## src/trel_pkg.sv

```systemverilog
// trel_pkg: constants, defaults and record layout for the trip/release timing stage
// assumes a 10 MHz clock and a 5 ms program-cycle tick derived from it
package trel_pkg;

  // ****************************************
  // timing
  // ****************************************
  localparam int CLK_NS   = 100;
  localparam int TICK_MS  = 5;
  localparam int TICK_CYC = (TICK_MS * 1000000) / CLK_NS;
  localparam int DT_DEF_MS  = 40;
  localparam int REL_DEF_MS = 60;
  localparam int PRE_MS     = 20;
  localparam int PRF_MS     = 200;
  localparam int PRE_TCK    = PRE_MS / TICK_MS;
  localparam int HIST_N     = PRF_MS / TICK_MS;

  // ****************************************
  // widths and defaults
  // ****************************************
  localparam int DT_W  = 19;
  localparam int K_W   = 13;
  localparam int A_W   = 5;
  localparam int REL_W = 15;
  localparam int V_W   = 16;
  localparam int ACC_W = 32;
  localparam int TS_W  = 32;
  localparam int K_SHIFT = 9;
  localparam int NREC  = 12;
  localparam logic [DT_W-1:0]  DT_DEF  = DT_W'(DT_DEF_MS / TICK_MS);
  localparam logic [REL_W-1:0] REL_DEF = REL_W'(REL_DEF_MS / TICK_MS);
  localparam logic [K_W-1:0]   K_DEF   = 13'h0005;
  localparam logic [A_W-1:0]   A_DEF   = 5'h01;
  localparam logic [15:0]      RATIO_ONE = 16'h0100;

  // event codes: bit 0 set marks the falling transition
  localparam logic [2:0] EV_START_ON  = 3'h0;
  localparam logic [2:0] EV_TRIP_ON   = 3'h2;
  localparam logic [2:0] EV_BLOCK_ON  = 3'h4;

  typedef struct packed {
    logic [TS_W-1:0]  tstamp;
    logic [2:0]       code;
    logic [V_W-1:0]   v_pre;
    logic [V_W-1:0]   v_flt;
    logic [V_W-1:0]   v_prf;
    logic [ACC_W-1:0] remain;
    logic [2:0]       sg;
  } trel_rec_t;

endpackage

```

## src/trel_stage.sv

```systemverilog
// trel_stage: start/trip/blocked timing, release handling, event and fault records
// assumes pick-up, block and the measured-to-pick-up ratio come from neighbouring logic
`timescale 1ns/1ns

// Behaviour
// - instant mode: trip rises in the same cycle as start
// - definite time: trip after the set delay while pick-up stays active
// - definite delay in 5 ms steps, default 40 ms, used only in DT
// - zero definite delay behaves exactly as instant
// - inverse time: t = k / (measured/pick-up ratio - 1)^a
// - delay-type selector, definite time after configuration reset
// - time dial k scales the inverse delay, used only in IDMT
// - exponent a is the power of the excess ratio, IDMT only
// - release delay in 5 ms steps, default 60 ms, start held meanwhile
// - delayed release on: start drops only after release delay
// - reset-after-release: counter clears after full release, else at drop
// - continue option keeps counter advancing through release, default off
// - no trip during release unless pick-up returns first
// - default: counter frozen while the release delay runs
// - events on rise and fall of start, trip, blocked, masked per type
// - each event carries timestamp and process voltages
// - circular history of the twelve latest fault records
// - fault record written only on rising start, trip or blocked
// - record: time, event, -20 ms, fault, -200 ms voltage, remaining, group
// - block active at pick-up gives blocked, no start, no timing
module trel_stage
  import trel_pkg::*;
#(
  parameter int P_TICK_CYC = TICK_CYC
)
(
  input  wire logic              i_clk,
  input  wire logic              i_rst_n,
  input  wire logic              i_pickup,
  input  wire logic              i_block,
  input  wire logic [V_W-1:0]    i_meas_volt,
  input  wire logic [15:0]       i_meas_ratio,
  input  wire logic [TS_W-1:0]   i_time_now,
  input  wire logic [2:0]        i_setting_group,
  input  wire logic              i_cfg_we,
  input  wire logic              i_cfg_idmt,
  input  wire logic [DT_W-1:0]   i_cfg_dt,
  input  wire logic [K_W-1:0]    i_cfg_k,
  input  wire logic [A_W-1:0]    i_cfg_a,
  input  wire logic [REL_W-1:0]  i_cfg_rel,
  input  wire logic              i_cfg_delayed_rel,
  input  wire logic              i_cfg_reset_after,
  input  wire logic              i_cfg_continue,
  input  wire logic [5:0]        i_evt_mask,
  input  wire logic [3:0]        i_rec_sel,
  output logic                   o_start,
  output logic                   o_trip,
  output logic                   o_blocked,
  output logic                   o_evt_valid,
  output logic [2:0]             o_evt_code,
  output logic [TS_W-1:0]        o_evt_time,
  output logic [V_W-1:0]         o_evt_volt,
  output logic [V_W-1:0]         o_evt_pre_volt,
  output trel_rec_t              o_rec,
  output logic [3:0]             o_rec_count
);

  typedef enum logic [2:0] {S_IDLE, S_RUN, S_REL, S_TRIP, S_BLK} trel_st_t;

  // ****************************************
  // configuration, reset to defaults
  // ****************************************
  logic              cfg_idmt_ff;
  logic [DT_W-1:0]   cfg_dt_ff;
  logic [K_W-1:0]    cfg_k_ff;
  logic [A_W-1:0]    cfg_a_ff;
  logic [REL_W-1:0]  cfg_rel_ff;
  logic              cfg_dly_ff;
  logic              cfg_rst_ff;
  logic              cfg_cont_ff;

  always_ff @(posedge i_clk or negedge i_rst_n)
  begin
    if (!i_rst_n)
    begin
      cfg_idmt_ff <= 1'b0;
      cfg_dt_ff   <= DT_DEF;
      cfg_k_ff    <= K_DEF;
      cfg_a_ff    <= A_DEF;
      cfg_rel_ff  <= REL_DEF;
      cfg_dly_ff  <= 1'b1;
      cfg_rst_ff  <= 1'b1;
      cfg_cont_ff <= 1'b0;
    end
    else if (i_cfg_we)
    begin
      cfg_idmt_ff <= i_cfg_idmt;
      cfg_dt_ff   <= i_cfg_dt;
      cfg_k_ff    <= i_cfg_k;
      cfg_a_ff    <= i_cfg_a;
      cfg_rel_ff  <= i_cfg_rel;
      cfg_dly_ff  <= i_cfg_delayed_rel;
      cfg_rst_ff  <= i_cfg_reset_after;
      cfg_cont_ff <= i_cfg_continue;
    end
  end

  // ****************************************
  // program-cycle tick
  // ****************************************
  logic [15:0] tick_cnt_ff;
  logic        tick_ff;

  always_ff @(posedge i_clk or negedge i_rst_n)
  begin
    if (!i_rst_n)
    begin
      tick_cnt_ff <= 16'h0000;
      tick_ff     <= 1'b0;
    end
    else
    begin
      tick_ff     <= (tick_cnt_ff == 16'(P_TICK_CYC - 1));
      tick_cnt_ff <= (tick_cnt_ff == 16'(P_TICK_CYC - 1)) ? 16'h0000 : tick_cnt_ff + 16'h0001;
    end
  end

  // ****************************************
  // inverse-time rate: (ratio-1)^a in q.8
  // ****************************************
  // integrating the rate per tick avoids a divider and follows a moving ratio
  logic [15:0]    xs;
  logic [39:0]    prod;
  logic [23:0]    prod_sat;
  logic [23:0]    pw_acc_ff;
  logic [23:0]    pow_ff;
  logic [A_W-1:0] pw_cnt_ff;

  assign xs       = (i_meas_ratio > RATIO_ONE) ? i_meas_ratio - RATIO_ONE : 16'h0001;
  assign prod     = pw_acc_ff * xs;
  assign prod_sat = (|prod[39:32]) ? 24'hffffff : prod[31:8];

  always_ff @(posedge i_clk or negedge i_rst_n)
  begin
    if (!i_rst_n)
    begin
      pw_acc_ff <= 24'h000000;
      pow_ff    <= 24'h000000;
      pw_cnt_ff <= '0;
    end
    else if (pw_cnt_ff == '0)
    begin
      pow_ff    <= pw_acc_ff;
      pw_acc_ff <= {8'h00, xs};
      pw_cnt_ff <= (cfg_a_ff > A_W'(1)) ? cfg_a_ff - A_W'(1) : '0;
    end
    else
    begin
      pw_acc_ff <= prod_sat;
      pw_cnt_ff <= pw_cnt_ff - A_W'(1);
    end
  end

  // ****************************************
  // operate/release state machine
  // ****************************************
  trel_st_t          st_ff;
  trel_st_t          nxt_st;
  logic [ACC_W-1:0]  acc_ff;
  logic [ACC_W-1:0]  nxt_acc;
  logic [REL_W-1:0]  rel_ff;
  logic [REL_W-1:0]  nxt_rel;
  logic              nxt_start;
  logic              nxt_trip;
  logic              nxt_blk;
  logic [ACC_W-1:0]  inc;
  logic [ACC_W-1:0]  target;
  logic [ACC_W-1:0]  acc_sum;
  logic              reached;
  logic              instant;

  assign inc     = cfg_idmt_ff ? {8'h00, pow_ff} : 32'h00000001;
  assign target  = cfg_idmt_ff ? ACC_W'(cfg_k_ff) << K_SHIFT : ACC_W'(cfg_dt_ff);
  assign acc_sum = acc_ff + inc;
  assign reached = acc_sum >= target;
  assign instant = !cfg_idmt_ff && (cfg_dt_ff == '0);

  always_comb
  begin
    nxt_st    = st_ff;
    nxt_acc   = acc_ff;
    nxt_rel   = rel_ff;
    nxt_start = o_start;
    nxt_trip  = o_trip;
    nxt_blk   = o_blocked;
    case (st_ff)
      S_IDLE:
        if (i_pickup)
        begin
          nxt_acc = '0;
          nxt_rel = '0;
          if (i_block)
          begin
            nxt_st  = S_BLK;
            nxt_blk = 1'b1;
          end
          else
          begin
            nxt_start = 1'b1;
            nxt_trip  = instant;
            nxt_st    = instant ? S_TRIP : S_RUN;
          end
        end
      S_RUN:
        if (i_block)
        begin
          nxt_st    = S_BLK;
          nxt_start = 1'b0;
          nxt_blk   = 1'b1;
          nxt_acc   = '0;
        end
        else if (!i_pickup)
        begin
          nxt_rel = '0;
          if (!cfg_rst_ff || cfg_rel_ff == '0)
            nxt_acc = '0;
          nxt_st    = (cfg_rel_ff == '0) ? S_IDLE : S_REL;
          nxt_start = cfg_dly_ff && (cfg_rel_ff != '0);
        end
        else if (tick_ff)
        begin
          nxt_acc  = reached ? target : acc_sum;
          nxt_trip = reached;
          nxt_st   = reached ? S_TRIP : S_RUN;
        end
      S_REL:
        if (i_pickup)
        begin
          nxt_st    = S_RUN;
          nxt_start = 1'b1;
        end
        else if (tick_ff)
        begin
          if (REL_W'(rel_ff + 1'b1) >= cfg_rel_ff)
          begin
            nxt_st    = S_IDLE;
            nxt_start = 1'b0;
            nxt_acc   = '0;
          end
          else
          begin
            nxt_rel = REL_W'(rel_ff + 1'b1);
            if (cfg_cont_ff)
              nxt_acc = reached ? target : acc_sum;
          end
        end
      S_TRIP:
        if (!i_pickup)
        begin
          nxt_st    = S_IDLE;
          nxt_start = 1'b0;
          nxt_trip  = 1'b0;
          nxt_acc   = '0;
        end
      S_BLK:
        if (!i_pickup || !i_block)
        begin
          nxt_st  = S_IDLE;
          nxt_blk = 1'b0;
        end
      default:
        nxt_st = S_IDLE;
    endcase
  end

  always_ff @(posedge i_clk or negedge i_rst_n)
  begin
    if (!i_rst_n)
    begin
      st_ff     <= S_IDLE;
      acc_ff    <= '0;
      rel_ff    <= '0;
      o_start   <= 1'b0;
      o_trip    <= 1'b0;
      o_blocked <= 1'b0;
    end
    else
    begin
      st_ff     <= nxt_st;
      acc_ff    <= nxt_acc;
      rel_ff    <= nxt_rel;
      o_start   <= nxt_start;
      o_trip    <= nxt_trip;
      o_blocked <= nxt_blk;
    end
  end

  // ****************************************
  // voltage history, one sample per tick
  // ****************************************
  logic [V_W-1:0] hist [HIST_N];
  logic [5:0]     hptr_ff;
  logic [5:0]     pre_idx;

  assign pre_idx = (hptr_ff >= 6'(PRE_TCK)) ? hptr_ff - 6'(PRE_TCK)
                                             : hptr_ff + 6'(HIST_N - PRE_TCK);

  always_ff @(posedge i_clk or negedge i_rst_n)
  begin
    if (!i_rst_n)
    begin
      hptr_ff <= 6'h00;
      for (int i = 0; i < HIST_N; i++)
        hist[i] <= '0;
    end
    else if (tick_ff)
    begin
      hist[hptr_ff] <= i_meas_volt;
      hptr_ff <= (hptr_ff == 6'(HIST_N - 1)) ? 6'h00 : hptr_ff + 6'h01;
    end
  end

  // ****************************************
  // events and fault records
  // ****************************************
  logic [2:0]       q_ff;
  logic [2:0]       cur;
  logic [5:0]       edg;
  logic [5:0]       pend_ff;
  logic [5:0]       grant;
  logic [2:0]       gcode;
  logic [TS_W-1:0]  snap_t_ff;
  logic [V_W-1:0]   snap_v_ff;
  logic [V_W-1:0]   snap_pre_ff;
  logic [V_W-1:0]   prf_ff;
  logic [ACC_W-1:0] snap_rem_ff;
  trel_rec_t        rec [NREC];
  logic [3:0]       wptr_ff;

  assign cur   = {o_blocked, o_trip, o_start};
  assign edg   = {q_ff[2] & ~cur[2], cur[2] & ~q_ff[2], q_ff[1] & ~cur[1],
                  cur[1] & ~q_ff[1], q_ff[0] & ~cur[0], cur[0] & ~q_ff[0]};
  assign grant = pend_ff & (~pend_ff + 6'h01);

  always_comb
  begin
    gcode = 3'h0;
    for (int i = 5; i >= 0; i--)
      if (grant[i])
        gcode = 3'(i);
  end

  always_ff @(posedge i_clk or negedge i_rst_n)
  begin
    if (!i_rst_n)
    begin
      q_ff        <= 3'h0;
      pend_ff     <= 6'h00;
      snap_t_ff   <= '0;
      snap_v_ff   <= '0;
      snap_pre_ff <= '0;
      snap_rem_ff <= '0;
      prf_ff      <= '0;
    end
    else
    begin
      q_ff    <= cur;
      pend_ff <= (pend_ff & ~grant) | edg;
      if (|edg)
      begin
        snap_t_ff   <= i_time_now;
        snap_v_ff   <= i_meas_volt;
        snap_pre_ff <= hist[pre_idx];
        snap_rem_ff <= target - acc_ff;
      end
      if ((nxt_start && !o_start) || (nxt_blk && !o_blocked))
        prf_ff <= hist[hptr_ff];
    end
  end

  always_ff @(posedge i_clk or negedge i_rst_n)
  begin
    if (!i_rst_n)
    begin
      o_evt_valid    <= 1'b0;
      o_evt_code     <= 3'h0;
      o_evt_time     <= '0;
      o_evt_volt     <= '0;
      o_evt_pre_volt <= '0;
      wptr_ff        <= 4'h0;
      o_rec_count    <= 4'h0;
      o_rec          <= '0;
      for (int i = 0; i < NREC; i++)
        rec[i] <= '0;
    end
    else
    begin
      o_evt_valid    <= |pend_ff && i_evt_mask[gcode];
      o_evt_code     <= gcode;
      o_evt_time     <= snap_t_ff;
      o_evt_volt     <= snap_v_ff;
      o_evt_pre_volt <= snap_pre_ff;
      if (|pend_ff && !gcode[0])
      begin
        rec[wptr_ff] <= '{snap_t_ff, gcode, snap_pre_ff, snap_v_ff, prf_ff,
                          snap_rem_ff, i_setting_group};
        wptr_ff      <= (wptr_ff == 4'(NREC - 1)) ? 4'h0 : wptr_ff + 4'h1;
        if (o_rec_count != 4'(NREC))
          o_rec_count <= o_rec_count + 4'h1;
      end
      o_rec <= (i_rec_sel < 4'(NREC)) ? rec[i_rec_sel] : '0;
    end
  end
endmodule // trel_stage

```

## config.mk

```make
export PLATFORM = sky130hd
export DESIGN_NAME = trel_stage
export DESIGN_NICKNAME = d
export VERILOG_FILES = /design/src/trel_pkg.sv /design/src/trel_stage.sv
export SDC_FILE = /design/constraint.sdc
export NUM_CORES = 2
export LEC_CHECK = 0
export BUFFER_PORTS_ARGS = -buffer_cell sky130_fd_sc_hd__buf_4
export CAP_MARGIN = 20
export CORE_MARGIN = 3
export CORE_UTILIZATION = 40
export CTS_CLUSTER_DIAMETER = 30
export DETAILED_ROUTE_END_ITERATION = 16
export PLACE_DENSITY = 0.59
export SLEW_MARGIN = 0
export SYNTH_ARGS = -nofsm -noshare
export SYNTH_HDL_FRONTEND = slang
export SYNTH_SLANG_ARGS = --single-unit
```

## constraint.sdc

```tcl
create_clock -name i_clk -period 8.3 [get_ports i_clk]
set_clock_uncertainty 0.1 [all_clocks]
set_input_delay 0.415 -clock i_clk [delete_from_list [all_inputs] [get_ports i_clk]]
set_output_delay 0.415 -clock i_clk [all_outputs]
set_load 0.02 [all_outputs]
```

==> reports/qor.csv <==
metric,value,unit
normalized max-slew margin,22.4,%
Hold Slack,66.7,ps
htree depth,6,
Critical Path RT,9080,ps
RSZ-0062 raised after global routing,false,
Num CTS Buffers,558,
clk sink count,2556,
P&R area growth vs syn,23.1,%
DR WL/cell,24.1,um
root buf cell,clkbuf_16,
ys flop type,dfrtp_1,
Via Count,79886,
Initial Utilization,40.3,%
Syn Inst Count,9311,
cell area power density,500,mW/mm2
CP Capture Type,flip-flop,
post-synthesis xor/xnor area fraction,0.779,%
global-route wire length before repair,541,mm
Seq cells post-synth,2556,
Top Family by Delay on Critical Path,adder cells,
Final Max Slew Viols,0,
status,"finished, final reports clean",
Total GRT Usage,21.5,%
First-pass DRT Iterations,6,
drt drc,0,
"Async S/R FF share, synth",100,%
RR Startpoint,pw_acc_ff[11],
crit-path max cell delay,540,ps
"EDFF count, synth",0,
main combinational cell family by area after synthesis,multiplexers,
type of the tightest min-delay check,input pin to flip-flop,
leak pwr,0.0712,uW
Slew @ Worst Pin,1160,ps
post-synthesis simple-gate area fraction,5.11,%
dpl ws,-114,ps
Worst Path Arrival,8750,ps
fin crit share,96.1,%
Max clock buf depth,4,
# fillers,26849,
largest net degree at the start of global routing,173,
fraction of layout cells with a size suffix above 1,40.5,%
setup_tns,0,ps
FF+latch area,0.0640,mm2
final core utilization,49.5,%
final hold vios,0,
Synth Area in Compound Gates,3.37,%
Via-to-Cell Ratio,5.51,
clock period minus worst slack,7970,ps
CP bufs+invs,8,
initial antenna violation count,23,
Die Width,569,um
I/O pin cnt,331,
Post-Syn Area,0.127,mm2
Hold EP,o_evt_valid,
FMAX,125,MHz
RD Place Congestion,0.862,
GR Overflow Total,0,
Post-DRT Antenna Nets,0,
Yosys warnings,0,
CP max FO,24,
area of the multi-input gates,0.0588,mm2
clk_lat worst skew,990,ps
R2R setup slack,800,ps
Die ar.,0.324,mm2
Max VDD drop,0.00146,V
library cells used by synthesis,83,
Hold Path Depth,3,
R2R Path End,pw_acc_ff[15],
std cell rows,206,
worst hold start,i_evt_mask[4],
die height,569,um
CP max-delay cell,dlygate4sd3_1,
fin nets,10550,
WS Path Type,input pin to flip-flop,
IO Port Bufs,330,
post-synthesis mux area share,30.0,%
CTS tree,done,
syn_area_per_cell,13.6,um2
DRT Wirelength,350,mm
syn_nets,9972,
Core Area,0.315,mm2
Critical Path Source Type,input pin,
vias in the first global route,87512,
max cap viols,0,
# Post-CTS Setup Buffers,0,
detailed placement HPWL,213,mm
Post-Synth Adder-Cell Area,6.97,%
final setup vio count,0,
R2R depth,24,
DR iter-0 viols,5038,
crit-path most repeated cell,fa_1,
"Reg clk slew, reported paths",50,ps
sequential area share after synthesis,50.4,%
final setup margin,327,ps
state kept, by name, indices dropped and copies added, names as in the netlist, 6 cells and up:
name	count
hist	640
cfg_k_ff	13
snap_v_ff	16
o_evt_pre_volt	16
snap_rem_ff	32
cfg_dt_ff	19
pow_ff	24
prf_ff	16
acc_ff	32
o_evt_volt	16
cfg_rel_ff	15
hptr_ff	6
snap_t_ff	32
pw_acc_ff	24
snap_pre_ff	16
pend_ff	6
rec	1416
o_evt_time	32
tick_cnt_ff	16
o_rec	118
rel_ff	15
worst max path at each step:
stage                          startpoint             to  slack [ps]  cells past startpoint
after global placement    i_meas_ratio[9]   pw_acc_ff[8]         -60                     33
after global routing      i_meas_ratio[8]  pw_acc_ff[14]          30                     33
after CTS                 i_meas_ratio[8]  pw_acc_ff[15]         390                     29
after floorplan           i_meas_ratio[9]  pw_acc_ff[10]         140                     29
after detailed placement  i_meas_ratio[9]  pw_acc_ff[15]        -110                     33
final                     i_meas_ratio[8]  pw_acc_ff[15]         330                     29
Yosys cell counts, types with 9 or more instances:
library cell / number / share of area, %
a211oi_1: 14 / 0.083
a21o_1: 47 / 0.28
a21oi_1: 168 / 0.66
a22oi_1: 16 / 0.095
a31oi_1: 14 / 0.069
and2_1: 211 / 1.0
and3_1: 26 / 0.13
buf_1: 110 / 0.33
buf_2: 13 / 0.051
clkbuf_1: 585 / 1.7
dfrtp_1: 2548 / 50
fa_1: 307 / 4.8
ha_1: 216 / 2.1
inv_1: 447 / 1.3
mux2_2: 2096 / 19
mux2i_1: 183 / 1.4
mux4_2: 560 / 9.9
nand2_1: 755 / 2.2
nand2b_1: 47 / 0.23
nand3_1: 37 / 0.15
nand4_1: 28 / 0.14
nor2_1: 138 / 0.41
nor2b_1: 40 / 0.20
nor3_1: 47 / 0.19
nor4_1: 23 / 0.11
o2111ai_1: 9 / 0.062
o211ai_1: 14 / 0.083
o21a_1: 11 / 0.065
o21ai_0: 317 / 1.2
o21bai_1: 10 / 0.059
o22ai_1: 10 / 0.049
o31a_1: 19 / 0.13
or3_1: 14 / 0.069
xnor2_1: 67 / 0.46
xor2_1: 46 / 0.32
stage by stage:
| step | power [uW] | instances | cell area (um2) |
|---|---|---|---|
| floorplan | 42800 | 9311 | 127000 |
| global placement | 53800 | 13282 | 134000 |
| detailed placement | 54700 | 13289 | 134000 |
| CTS | 78700 | 14504 | 156000 |
| global route | 83400 | 14508 | 156000 |
| finish | 78100 | 14510 | 156000 |
cells in the final DEF (no fill, tap or decap), types with 168 or more instances in the layout:
cell type,n
o21ai_0,315
clkbuf_16,566
nand2_1,743
mux2_2,2096
ha_1,216
mux4_2,560
dfrtp_1,2545
dlygate4sd3_1,198
inv_1,447
buf_4,495
mux2i_1,182
fa_1,307
a21oi_1,168
and2_1,211
logic make-up (layout without fill, tap and decap cells):
kind of cell | count (synthesis) | after routing
AO/OA/AOI/OAI | 720 | 720
XOR/XNOR | 113 | 113
adder cells (fa/ha/maj) | 523 | 523
buffers and inverters | 1159 | 2194
flip-flops | 2556 | 2556
multiplexers | 2839 | 2839
other | 0 | 4
AND/OR/NAND/NOR | 1401 | 1401
power by group:
group | leakage (uW) | internal [uW] | switching (uW)
combinational | 0.0294 | 17000 | 17800
sequential | 0.0319 | 16700 | 3260
clock | 0.00980 | 16000 | 7340
total | 0.0712 | 49700 | 28400
what timing repair did:
| item | 4_1_cts | 5_1_grt |
|---|---|---|
| endpoints found under the hold margin | 953 | 0 |
| setup endpoints to repair | 0 | 16 |
| hold buffers | 198 | 0 |
| gates resized for setup | 0 | 1 |
final cells by class:
class                      instances  share of cell area, %
inverter                         450                   1.08
sequential                      2556                   40.9
multi-input combinational       5596                   37.6
antenna                            4                0.00640
clock inverter                   292                   2.92
tap                             4160                   3.33
timing repair buffer             727                   4.08
clock buffer                     725                   10.0
worst reg2reg max path: stages (launching register included):
cell       delay (ps)
dfrtp_1           910
nand2_1           200
fa_1              580
inv_1              50
fa_1              480
inv_1              50
fa_1              500
inv_1              50
fa_1              490
fa_1              500
inv_1              70
fa_1              490
inv_1              40
ha_1              280
a21o_1            170
a21oi_1           190
a21bo_2           260
a221o_1           400
o21ai_2           150
o21ai_0           140
a21oi_1           200
mux2_2            360
nand4bb_1         180
buf_4             210
o31a_1            310
metal layers:
layer  up-vias  routed length [um]  track usage [%]
met5         -                 129                0
met4        18               10700             7.16
met3       701               17900             3.44
met2      2188              167000             35.0
met1     42670              154000             29.4
li1      34309                   -                -
(Power assumes the default switching activity.)
